File: src/hdl/flag_skip_pkg.sv
// constants, codes and carrier types for the timer flag skip unit
package flag_skip_pkg;

  // ----------------------------------------------------------------
  // instruction word
  // ----------------------------------------------------------------
  localparam int          INSTR_W        = 10;        // word width
  localparam logic [9:0]  OP_SKIP_T3     = 10'h282;   // timer 3 skip
  localparam logic [9:0]  OP_SKIP_T2     = 10'h2A0;   // timer 2 skip
  localparam logic [9:0]  OP_SYS_RESET   = 10'h001;   // system reset
  localparam logic [9:0]  OP_VDET_ARM    = 10'h293;   // detector arm

  // ----------------------------------------------------------------
  // register map, byte addresses
  // ----------------------------------------------------------------
  localparam int          ADDR_W         = 4;         // decoded bits
  localparam logic [3:0]  FIRST_CTRL_OFS = 4'h0;      // first control
  localparam logic [3:0]  SECOND_CTRL_OFS = 4'h4;     // second control
  localparam logic [3:0]  STATUS_OFS     = 4'h8;      // read-only state

  // ----------------------------------------------------------------
  // field layout and reset values
  // ----------------------------------------------------------------
  localparam int          CTRL_W         = 4;         // control width
  localparam int          T2_GATE_POS    = 3;         // in first control
  localparam int          T3_GATE_POS    = 0;         // in second control
  localparam logic [3:0]  CTRL_RST       = 4'h0;      // control reset
  localparam int          ST_T2_POS      = 0;         // status bits
  localparam int          ST_T3_POS      = 1;
  localparam int          ST_VDET_POS    = 2;
  localparam int          ST_SKIP_POS    = 3;

  // ----------------------------------------------------------------
  // bus responses
  // ----------------------------------------------------------------
  localparam logic [1:0]  RESP_OKAY      = 2'h0;      // accepted
  localparam logic [1:0]  RESP_SLVERR    = 2'h2;      // unmapped
  localparam logic [31:0] DATA_ZERO      = 32'h00000000;

  // ----------------------------------------------------------------
  // carrier types
  // ----------------------------------------------------------------
  // one-hot decode of the supported instructions
  typedef struct packed {
    logic skip_t3;                                    // timer 3 skip
    logic skip_t2;                                    // timer 2 skip
    logic sys_reset;                                  // system reset
    logic vdet_arm;                                   // detector arm
  } decode_t;

  // core-visible flag state
  typedef struct packed {
    logic t2_flag;                                    // timer 2 request
    logic t3_flag;                                    // timer 3 request
    logic vdet_armed;                                 // detector armed
    logic skip;                                       // skip next word
  } flags_t;

  localparam flags_t FLAGS_RST = '{default: 1'b0};    // after reset

endpackage : flag_skip_pkg

File: src/hdl/flag_skip_unit.sv
// timer flag skip, system reset and detector arm execution unit
`timescale 1ns/1ps

// How it works
// - timer 3 skip tests its request flag
// - gate 0: skip when flag is 1
// - gate 0: the skip clears timer 3 flag
// - gate 1: timer 3 skip is a nop
// - timer 3 gate is bit 0, second control
// - timer 2 skip tests, skips, clears flag only with its gate low (bit 3, first control)
// - arm instruction keeps detector armed until reset
module flag_skip_unit
  import flag_skip_pkg::*;
(
  input  wire logic               aclk,
  input  wire logic               aresetn,
  // core side
  input  wire logic               instr_valid,
  input  wire logic [INSTR_W-1:0] instr_code,
  input  wire logic               timer2_event,
  input  wire logic               timer3_event,
  output logic                    skip_next,
  output logic                    sys_reset_req,
  output logic                    vdet_armed,
  output logic                    timer2_request_flag,
  output logic                    timer3_request_flag,
  // axi4-lite slave
  input  wire logic [31:0]        s_axi_awaddr,
  input  wire logic               s_axi_awvalid,
  output logic                    s_axi_awready,
  input  wire logic [31:0]        s_axi_wdata,
  input  wire logic [3:0]         s_axi_wstrb,
  input  wire logic               s_axi_wvalid,
  output logic                    s_axi_wready,
  output logic [1:0]              s_axi_bresp,
  output logic                    s_axi_bvalid,
  input  wire logic               s_axi_bready,
  input  wire logic [31:0]        s_axi_araddr,
  input  wire logic               s_axi_arvalid,
  output logic                    s_axi_arready,
  output logic [31:0]             s_axi_rdata,
  output logic [1:0]              s_axi_rresp,
  output logic                    s_axi_rvalid,
  input  wire logic               s_axi_rready
);

  // ----------------------------------------------------------------
  // helpers
  // ----------------------------------------------------------------
  // true when a byte address hits a mapped word
  function automatic logic addr_mapped(input logic [ADDR_W-1:0] a);
    addr_mapped = (a == FIRST_CTRL_OFS) || (a == SECOND_CTRL_OFS) ||
                  (a == STATUS_OFS);
  endfunction : addr_mapped

  // low address bits of a bus address, upper bits must be zero
  function automatic logic addr_in_range(input logic [31:0] a);
    addr_in_range = (a[31:ADDR_W] == '0);
  endfunction : addr_in_range

  // ----------------------------------------------------------------
  // declarations
  // ----------------------------------------------------------------
  decode_t           dec;                 // decoded instruction
  flags_t            flags_reg;           // flag state
  flags_t            flags_next;
  logic              sysrst_reg;          // reset request pulse
  logic              sysrst_next;
  logic [CTRL_W-1:0] first_ctrl_reg;      // first control register
  logic [CTRL_W-1:0] first_ctrl_next;
  logic [CTRL_W-1:0] second_ctrl_reg;     // second control register
  logic [CTRL_W-1:0] second_ctrl_next;
  logic              t2_gate;             // timer 2 gating bit
  logic              t3_gate;             // timer 3 gating bit
  // write channel state
  logic              aw_held_reg;         // write address captured
  logic              aw_held_next;
  logic [31:0]       aw_addr_reg;         // captured write address
  logic [31:0]       aw_addr_next;
  logic              w_held_reg;          // write data captured
  logic              w_held_next;
  logic [31:0]       w_data_reg;          // captured write data
  logic [31:0]       w_data_next;
  logic [3:0]        w_strb_reg;          // captured strobes
  logic [3:0]        w_strb_next;
  logic              awready_reg;
  logic              awready_next;
  logic              wready_reg;
  logic              wready_next;
  logic              bvalid_reg;
  logic              bvalid_next;
  logic [1:0]        bresp_reg;
  logic [1:0]        bresp_next;
  // read channel state
  logic              arready_reg;
  logic              arready_next;
  logic              rvalid_reg;
  logic              rvalid_next;
  logic [31:0]       rdata_reg;
  logic [31:0]       rdata_next;
  logic [1:0]        rresp_reg;
  logic [1:0]        rresp_next;
  // register write strobes
  logic              wr_commit;           // both halves present
  logic              wr_first;            // write to first control
  logic              wr_second;           // write to second control

  // ----------------------------------------------------------------
  // instruction decode
  // ----------------------------------------------------------------
  instr_decode instr_decode_inst (
    .code  (instr_code),
    .valid (instr_valid),
    .dec   (dec)
  );

  // gating bits from the control registers
  assign t2_gate = first_ctrl_reg[T2_GATE_POS];
  assign t3_gate = second_ctrl_reg[T3_GATE_POS];

  // ----------------------------------------------------------------
  // instruction execution
  // ----------------------------------------------------------------
  // flags: timer events set, skip instructions test and clear;
  // an event in the clearing cycle survives the clear
  always_comb begin
    flags_next      = flags_reg;
    flags_next.skip = 1'b0;
    sysrst_next     = 1'b0;
    // timer 3 skip, active only with its gate low
    if (dec.skip_t3 && !t3_gate) begin
      flags_next.skip    = flags_reg.t3_flag;
      flags_next.t3_flag = 1'b0;
    end
    // timer 2 skip, active only with its gate low
    if (dec.skip_t2 && !t2_gate) begin
      flags_next.skip    = flags_reg.t2_flag;
      flags_next.t2_flag = 1'b0;
    end
    // detector arm holds until reset
    if (dec.vdet_arm) begin
      flags_next.vdet_armed = 1'b1;
    end
    // timer events win over a same-cycle clear
    if (timer2_event) begin
      flags_next.t2_flag = 1'b1;
    end
    if (timer3_event) begin
      flags_next.t3_flag = 1'b1;
    end
    // system reset overrides everything else
    if (dec.sys_reset) begin
      flags_next  = FLAGS_RST;
      sysrst_next = 1'b1;
    end
  end

  // flag registers
  always_ff @(posedge aclk) begin
    if (!aresetn) begin
      flags_reg  <= FLAGS_RST;
      sysrst_reg <= 1'b0;
    end else begin
      flags_reg  <= flags_next;
      sysrst_reg <= sysrst_next;
    end
  end

  // ----------------------------------------------------------------
  // control registers
  // ----------------------------------------------------------------
  assign wr_commit = aw_held_reg && w_held_reg && !bvalid_reg;
  assign wr_first  = wr_commit && w_strb_reg[0] &&
                     addr_in_range(aw_addr_reg) &&
                     (aw_addr_reg[ADDR_W-1:0] == FIRST_CTRL_OFS);
  assign wr_second = wr_commit && w_strb_reg[0] &&
                     addr_in_range(aw_addr_reg) &&
                     (aw_addr_reg[ADDR_W-1:0] == SECOND_CTRL_OFS);

  // bus writes load, the reset instruction clears
  always_comb begin
    first_ctrl_next  = first_ctrl_reg;
    second_ctrl_next = second_ctrl_reg;
    if (wr_first) begin
      first_ctrl_next = w_data_reg[CTRL_W-1:0];
    end
    if (wr_second) begin
      second_ctrl_next = w_data_reg[CTRL_W-1:0];
    end
    if (dec.sys_reset) begin
      first_ctrl_next  = CTRL_RST;
      second_ctrl_next = CTRL_RST;
    end
  end

  // control register flops
  always_ff @(posedge aclk) begin
    if (!aresetn) begin
      first_ctrl_reg  <= CTRL_RST;
      second_ctrl_reg <= CTRL_RST;
    end else begin
      first_ctrl_reg  <= first_ctrl_next;
      second_ctrl_reg <= second_ctrl_next;
    end
  end

  // ----------------------------------------------------------------
  // write channels
  // ----------------------------------------------------------------
  // address and data captured in either order, answer after both
  always_comb begin
    aw_held_next = aw_held_reg;
    aw_addr_next = aw_addr_reg;
    w_held_next  = w_held_reg;
    w_data_next  = w_data_reg;
    w_strb_next  = w_strb_reg;
    bvalid_next  = bvalid_reg;
    bresp_next   = bresp_reg;
    // capture address
    if (s_axi_awvalid && awready_reg) begin
      aw_held_next = 1'b1;
      aw_addr_next = s_axi_awaddr;
    end
    // capture data
    if (s_axi_wvalid && wready_reg) begin
      w_held_next = 1'b1;
      w_data_next = s_axi_wdata;
      w_strb_next = s_axi_wstrb;
    end
    // commit and raise the response
    if (wr_commit) begin
      aw_held_next = 1'b0;
      w_held_next  = 1'b0;
      bvalid_next  = 1'b1;
      if (addr_in_range(aw_addr_reg) &&
          addr_mapped(aw_addr_reg[ADDR_W-1:0])) begin
        bresp_next = RESP_OKAY;
      end else begin
        bresp_next = RESP_SLVERR;
      end
    end
    // response taken
    if (bvalid_reg && s_axi_bready) begin
      bvalid_next = 1'b0;
    end
    // ready only while the half is still open
    awready_next = !aw_held_next && !bvalid_next;
    wready_next  = !w_held_next && !bvalid_next;
  end

  // write channel flops
  always_ff @(posedge aclk) begin
    if (!aresetn) begin
      aw_held_reg <= 1'b0;
      aw_addr_reg <= DATA_ZERO;
      w_held_reg  <= 1'b0;
      w_data_reg  <= DATA_ZERO;
      w_strb_reg  <= 4'h0;
      awready_reg <= 1'b0;
      wready_reg  <= 1'b0;
      bvalid_reg  <= 1'b0;
      bresp_reg   <= RESP_OKAY;
    end else begin
      aw_held_reg <= aw_held_next;
      aw_addr_reg <= aw_addr_next;
      w_held_reg  <= w_held_next;
      w_data_reg  <= w_data_next;
      w_strb_reg  <= w_strb_next;
      awready_reg <= awready_next;
      wready_reg  <= wready_next;
      bvalid_reg  <= bvalid_next;
      bresp_reg   <= bresp_next;
    end
  end

  // ----------------------------------------------------------------
  // read channels
  // ----------------------------------------------------------------
  // one read at a time, data one cycle after the address
  always_comb begin
    arready_next = arready_reg;
    rvalid_next  = rvalid_reg;
    rdata_next   = rdata_reg;
    rresp_next   = rresp_reg;
    // address taken, build the answer
    if (s_axi_arvalid && arready_reg) begin
      rvalid_next  = 1'b1;
      arready_next = 1'b0;
      rdata_next   = DATA_ZERO;
      rresp_next   = RESP_OKAY;
      if (!addr_in_range(s_axi_araddr)) begin
        rresp_next = RESP_SLVERR;
      end else if (s_axi_araddr[ADDR_W-1:0] == FIRST_CTRL_OFS) begin
        rdata_next[CTRL_W-1:0] = first_ctrl_reg;
      end else if (s_axi_araddr[ADDR_W-1:0] == SECOND_CTRL_OFS) begin
        rdata_next[CTRL_W-1:0] = second_ctrl_reg;
      end else if (s_axi_araddr[ADDR_W-1:0] == STATUS_OFS) begin
        rdata_next[ST_T2_POS]   = flags_reg.t2_flag;
        rdata_next[ST_T3_POS]   = flags_reg.t3_flag;
        rdata_next[ST_VDET_POS] = flags_reg.vdet_armed;
        rdata_next[ST_SKIP_POS] = flags_reg.skip;
      end else begin
        rresp_next = RESP_SLVERR;
      end
    end
    // answer taken, reopen the address channel
    if (rvalid_reg && s_axi_rready) begin
      rvalid_next  = 1'b0;
      arready_next = 1'b1;
    end
  end

  // read channel flops
  always_ff @(posedge aclk) begin
    if (!aresetn) begin
      arready_reg <= 1'b1;
      rvalid_reg  <= 1'b0;
      rdata_reg   <= DATA_ZERO;
      rresp_reg   <= RESP_OKAY;
    end else begin
      arready_reg <= arready_next;
      rvalid_reg  <= rvalid_next;
      rdata_reg   <= rdata_next;
      rresp_reg   <= rresp_next;
    end
  end

  // ----------------------------------------------------------------
  // outputs
  // ----------------------------------------------------------------
  // every output is a flop
  assign skip_next           = flags_reg.skip;
  assign sys_reset_req       = sysrst_reg;
  assign vdet_armed          = flags_reg.vdet_armed;
  assign timer2_request_flag = flags_reg.t2_flag;
  assign timer3_request_flag = flags_reg.t3_flag;
  assign s_axi_awready       = awready_reg;
  assign s_axi_wready        = wready_reg;
  assign s_axi_bvalid        = bvalid_reg;
  assign s_axi_bresp         = bresp_reg;
  assign s_axi_arready       = arready_reg;
  assign s_axi_rvalid        = rvalid_reg;
  assign s_axi_rdata         = rdata_reg;
  assign s_axi_rresp         = rresp_reg;

endmodule : flag_skip_unit

File: src/hdl/instr_decode.sv
// decodes an instruction word into the unit's one-hot operations
`timescale 1ns/1ps

module instr_decode
  import flag_skip_pkg::*;
(
  input  wire logic [INSTR_W-1:0] code,
  input  wire logic               valid,
  output decode_t                 dec
);

  // ----------------------------------------------------------------
  // decode
  // ----------------------------------------------------------------
  // exact compare of the full word, qualified by valid
  always_comb begin
    dec           = '{default: 1'b0};
    dec.skip_t3   = valid && (code == OP_SKIP_T3);
    dec.skip_t2   = valid && (code == OP_SKIP_T2);
    dec.sys_reset = valid && (code == OP_SYS_RESET);
    dec.vdet_arm  = valid && (code == OP_VDET_ARM);
  end

endmodule : instr_decode

File: config.mk
export PLATFORM = sky130hd
export DESIGN_NAME = flag_skip_unit
export DESIGN_NICKNAME = d
export VERILOG_FILES = /design/src/hdl/flag_skip_pkg.sv /design/src/hdl/flag_skip_unit.sv /design/src/hdl/instr_decode.sv
export SDC_FILE = /design/constraint.sdc
export NUM_CORES = 1
export LEC_CHECK = 0
export BUFFER_PORTS_ARGS = -buffer_cell sky130_fd_sc_hd__buf_2
export CELL_PAD_IN_SITES_DETAIL_PLACEMENT = 2
export CELL_PAD_IN_SITES_GLOBAL_PLACEMENT = 2
export CORE_ASPECT_RATIO = 0.5
export CORE_MARGIN = 5
export CORE_UTILIZATION = 22
export DETAILED_ROUTE_END_ITERATION = 10
export PLACE_DENSITY = 0.84
export SETUP_SLACK_MARGIN = 0.2
export SLEW_MARGIN = 15
export SYNTH_ARGS = -nofsm -noshare
export SYNTH_HDL_FRONTEND = slang
export SYNTH_SLANG_ARGS = --single-unit
File: constraint.sdc
create_clock -name aclk -period 2.18 [get_ports aclk]
set_input_delay 0.218 -clock aclk [delete_from_list [all_inputs] [get_ports aclk]]
set_output_delay 0.218 -clock aclk [all_outputs]
set_load 0.01 [all_outputs]
Yosys cells after proc, flatten, opt, wreduce, memory -nomap -nowiden
Cells that the tools add are included.
{ "word_totals": {"register_bits": 65, "in_bits": 120, "out_inout_bits": 46, "wordCells": 87} }
{ "classes": {"eq_ne": 8, "muxes": 22, "bitwise": 1, "n_reduce_logical": 36} }
{ "ops": {"columns": ["operator", "n"], "rows": [
  ["$logic_not 28->1", 2],
  ["$eq 10x10->1 const B", 3],
  ["$logic_and 1x1->1", 20],
  ["$mux 4", 4],
  ["$mux 1", 13],
  ["$eq 10x1->1 const B", 1],
  ["$mux 2", 5],
  ["$eq 4x3->1 const B", 2],
  ["$eq 4x4->1 const B", 2],
  ["$logic_not 4->1", 2],
  ["$logic_not 1->1", 6],
  ["$reduce_bool 2->1", 2],
  ["$reduce_or 2->1", 2],
  ["$logic_or 1x1->1", 2],
  ["$not 1->1", 1]
]} }

Depth between registers and ports, before layout
{ "depth": {"ltp_word": 6, "ltp_mapped": 5, "ltp_nobuf": 4} }

Modules after synthesis
Synthesis repeated with hierarchy kept, for this count alone.
{ "unflattened": {"hier_cells": 336, "area_unflattened_um2": 2971.6} }
{ "modules_own_cells": {"columns": ["module", "instances", "cells_each", "area_per_inst_um2", "seq_area_each_um2"], "rows": [
  ["flag_skip_unit", 1, 324, 2861.5, 1261.2],
  ["instr_decode", 1, 12, 110.1, 0.0]
]} }

Worst setup path after synthesis
No wires, ideal clock.
{ "synth_timing": {"path_kind": "register to register", "start": "register bvalid_reg (netlist: s_axi_bvalid)", "end": "register second_ctrl_reg[0]", "setup_time_ns": 0.119, "arrival_time_ns": 1.563, "t_required_ns": 2.061, "path_slack_ns": 0.497, "stages_incl_launch_ff": 6, "n_path_buf": 1, "synth_period_minus_slack_ns": 1.683, "cell_sequence": "dfxtp_1 > nand3b_4 > or3b_4 > or4_1 > buf_2 > mux2i_1"} }
{ "synth_between": {"elab_chain_cells": 5} }
{ "synth_lines": {"columns": ["element", "line", "source"], "rows": [
  ["start: declaration", "flag_skip_unit.sv:90", "logic bvalid_reg;"],
  ["start signal: assignment", "flag_skip_unit.sv:271", "bvalid_reg <= bvalid_next;"],
  ["$logic_not 1->1", "flag_skip_unit.sv:172", "assign wr_commit = aw_held_reg && w_held_reg && !bvalid_reg;"],
  ["$logic_and 1x1->1", "flag_skip_unit.sv:172", null],
  ["$logic_and 1x1->1 (2 in a row)", "flag_skip_unit.sv:176", "assign wr_second = wr_commit && w_strb_reg[0] &&"],
  ["$logic_and 1x1->1", "flag_skip_unit.sv:177", "addr_in_range(aw_addr_reg) &&"],
  ["end signal: assignment", "flag_skip_unit.sv:203", "second_ctrl_reg <= second_ctrl_next;"],
  ["end: declaration", "flag_skip_unit.sv:71", "logic [CTRL_W-1:0] second_ctrl_reg;"]
]} }
Every way passes these cells.
A chain may end at the register's enable or synchronous reset.

Worst setup path in the final report
{ "layout_timing": {"start": "register aw_addr_reg[19]", "end": "register second_ctrl_reg[2]"} }
{ "layout_between": {"elab_chain_cells": 3} }
{ "layout_lines": {"columns": ["element", "line", "source"], "rows": [
  ["start: declaration", "flag_skip_unit.sv:78", "logic [31:0] aw_addr_reg;"],
  ["start signal: assignment", "flag_skip_unit.sv:265", "aw_addr_reg <= aw_addr_next;"],
  ["$logic_not 28->1", "flag_skip_unit.sv:58", "addr_in_range = (a[31:ADDR_W] == '0);"],
  ["$logic_and 1x1->1", "flag_skip_unit.sv:176", null],
  ["$logic_and 1x1->1", "flag_skip_unit.sv:177", null]
]} }
Every way passes these cells.

==> run_results.csv <==
group,metric,value,unit
outcome,outcome,"complete, no violations",
logic_synthesis,synth.largest_area_cell,"dfxtp_1",
setup_path,crit_family,"simple AND/OR/NAND/NOR gates",
hold_path,min_to,"timer3_request_flag",
final_layout,drive_gt1_share,29.9,%
sta,hold_violations,0,
setup_path,cp.required,2.43,ns
floorplanning,die_h,89.3,um
pwr,p_sw_share,24.6,%
detailed_routing,first_pass_iters,4,
final_layout,largest_reg_flops,32,
floorplanning,rows,28,
floorplanning,die_area,15000,um2
place,dp_cells,588,
logic_synthesis,ys_warn_count,0,
floorplanning,fp.coreArea,12100,um2
cts,htreeDepth,3,
hold_path,hold_depth,2,
setup_path,regToRegStartpoint,"aw_addr_reg[19]",
final_layout,layout.cells.non_filler,603,
hold_path,hold_class,"in -> reg",
logic_synthesis,yosys-top-cells-area,"dfxtp_1 (46%), nand2_1 (12%), a21oi_1 (8.1%)",
floorplanning,io_pins,166,
setup_path,startpoint,"aw_addr_reg[19]",
logic_synthesis,ys_ff_latch,63,
logic_synthesis,synth_edf_count,0,
global_route,first_global_vias,3024,
detailed_routing,ant_nets,0,
pwr,max-vdd-ir-drop,0.000307,V
setup_path,ff2ff_setup_slack,0.30,ns
setup_path,path_cells,"nor4_1 -> nand4_1 -> or4_4 -> mux2i_1",
sta,max_slew_margin,56.4,%
detailed_routing,routed_via_density,4.35,
final_layout,final_common_cell,"buf_2",
hold_path,hold_start,"timer3_event",
setup_path,startpoint_type,"register",
floorplanning,start_util,22.9,%
sta,setup_tns,0,ns
final_layout,insertedDiodeCount,0,
pwr,combinationalPowerShare,10.6,%
floorplanning,die_x,169,um
sta,rsz0062_at_grt,"false",
final_layout,syn_to_final_growth,32.1,%
cts,cts_made_buffers,9,
sta,fin_crit_sh,86.5,%
cts,clkTransAtPathRegs,0.06,ns
setup_path,critPathKind,"reg -> reg",
pwr,switchingPower,0.742,mW
global_route,grt_max_degree,48,
final_layout,final_cell_mix,"buf_2 (104), nand2_1 (89), dfxtp_1 (63)",
pwr,clockPowerShare,48.3,%
sta,finalSetupViolCount,0,
logic_synthesis,synth_area_per_cell,8.35,um2
setup_path,critPathMaxStageDelay,0.65,ns
detailed_routing,wl_per_cell,16.3,um
setup_path,arrival,2.13,ns
cts,cts_sinks,63,
cts,clock_latency,0.33,ns
sta,drv_slew,0,
place,gp_congestion,0.737,
logic_synthesis,synthesis.area,2760,um2
logic_synthesis,ys.flop_type,"dfxtp_1",
setup_path,crit_fanout,4,
final_layout,final_nets,554,
cts,clock_path_buffers,2,
global_route,grt_pass1_wl,15500,um
pwr,intPower,2.27,mW
logic_synthesis,ys_async_sr_fraction,0,%
global_route,antenna_found_initial,0,
pwr,leakage,1.57,nW
logic_synthesis,netlist.area_leader.share,45.6,%
setup_path,path_buf_inv,0,
setup_path,reg2reg_depth,4,
logic_synthesis,yosysUniqueCellTypes,39,
logic_synthesis,seq_area_frac_synth,45.6,%
setup_path,crit_slowest_cell,"or4_4",
sta,timing.fmax,531,MHz
sta,skew,0.00976,ns
cts,hold_buffers,0,
detailed_routing,drt_iter0_markers,119,
global_route,grt.total_usage,13.2,%
global_route,grt_overflow,0,
cts,cts_tree,"yes",
detailed_routing,wl,9860,um
sta,worst_slew_pin_slew,0.645,ns
cts,cts_root_buf,"clkbuf_16",
detailed_routing,drc_errors,0,
pwr,p_seq_share,41.2,%
job,max_cap_viol_count,0,
place,dpl.hpwl,7050,um
detailed_routing,num_vias,2622,
setup_path,r2r-end,"second_ctrl_reg[2]",
setup_path,cp-end-kind,"register",
pwr,power.density,825,nW/um2
place,port_buffers,104,
logic_synthesis,netlist_instances,331,
sta,fin_crit,1.88,ns
==> worst max path at each step <==
stage,endpoint,slack [ns],cells after the start
after detailed placement,second_ctrl_reg[0],0.20,4
final,second_ctrl_reg[2],0.30,4
after floorplan,second_ctrl_reg[0],0.50,5
after global routing,second_ctrl_reg[2],0.21,4
after global placement,second_ctrl_reg[0],0.33,4
after CTS,second_ctrl_reg[2],0.28,4
==> Yosys cell counts (3+ instances only) <==
master and number:
a21oi_1 45, a2bb2oi_1 4, and3_1 3, buf_1 5, buf_4 30, clkbuf_1 9, dfxtp_1 63, inv_1 5
mux2i_1 12, nand2_1 89, nand3_1 7, nand4_1 4, nor2_1 6, nor3_1 3, nor4_1 12, nor4bb_1 3
or3_1 4
==> cell type report <==
| class | count | area [um2] |
|---|---|---|
| repair buffers | 108 | 551 |
| flip-flops and latches | 63 | 1260 |
| multi-input cells | 247 | 1310 |
| inverters | 5 | 18.8 |
| clock buffers | 12 | 256 |
| clock inverters | 3 | 42.5 |
| fillers | 1421 | 8400 |
| well taps | 165 | 206 |
==> routing by layer <==
layer | global-route usage (%) | share of wire (%) | up-vias
met5 | 0 | 0 | -
met4 | 4.42 | 1.3 | 0
met3 | 3.53 | 4.4 | 9
met2 | 25.9 | 54 | 67
met1 | 14.2 | 40 | 1264
li1 | - | - | 1282
==> cells by family (layout without fill, tap and decap cells) <==
logic type / count (synthesis) / after routing / synth area share (%)
AOI/OAI and AO/OA: 58 / 58 / 12.0
buffers and inverters: 50 / 128 / 10.9
DFF: 63 / 63 / 45.6
muxes: 13 / 13 / 4.75
other: 1 / 30 / 0.136
and+or+nand+nor: 146 / 146 / 26.6
==> metrics by stage <==
step	setup slack (ns)	hold WS (ns)	total power, mW	cell area (um2)	utilization, %
final	0.295	0.100	3.01	3650	30.3
after detailed placement	0.198	0.436	1.58	3350	27.8
after global placement	0.335	0.427	1.56	3350	27.8
after global routing	0.208	0.100	3.14	3650	30.3
after CTS	0.279	0.0956	3.05	3650	30.3
after floorplan	0.497	0.342	1.46	2870	-
==> power by group through the flow <==
stage	Sequential, mW	Combinational (mW)	Clock, mW
after floorplan	1.26	0.204	0
after global placement	1.26	0.300	0
after detailed placement	1.26	0.314	0
after CTS	1.24	0.322	1.48
after global routing	1.25	0.354	1.54
final	1.24	0.318	1.45
==> what timing repair did <==
item | CTS | global route
setup buffers | 0 | 0
gates resized for setup | 1 | 0
endpoints found under the setup margin | 1 | 0
Power figures use the tool's default switching activity.
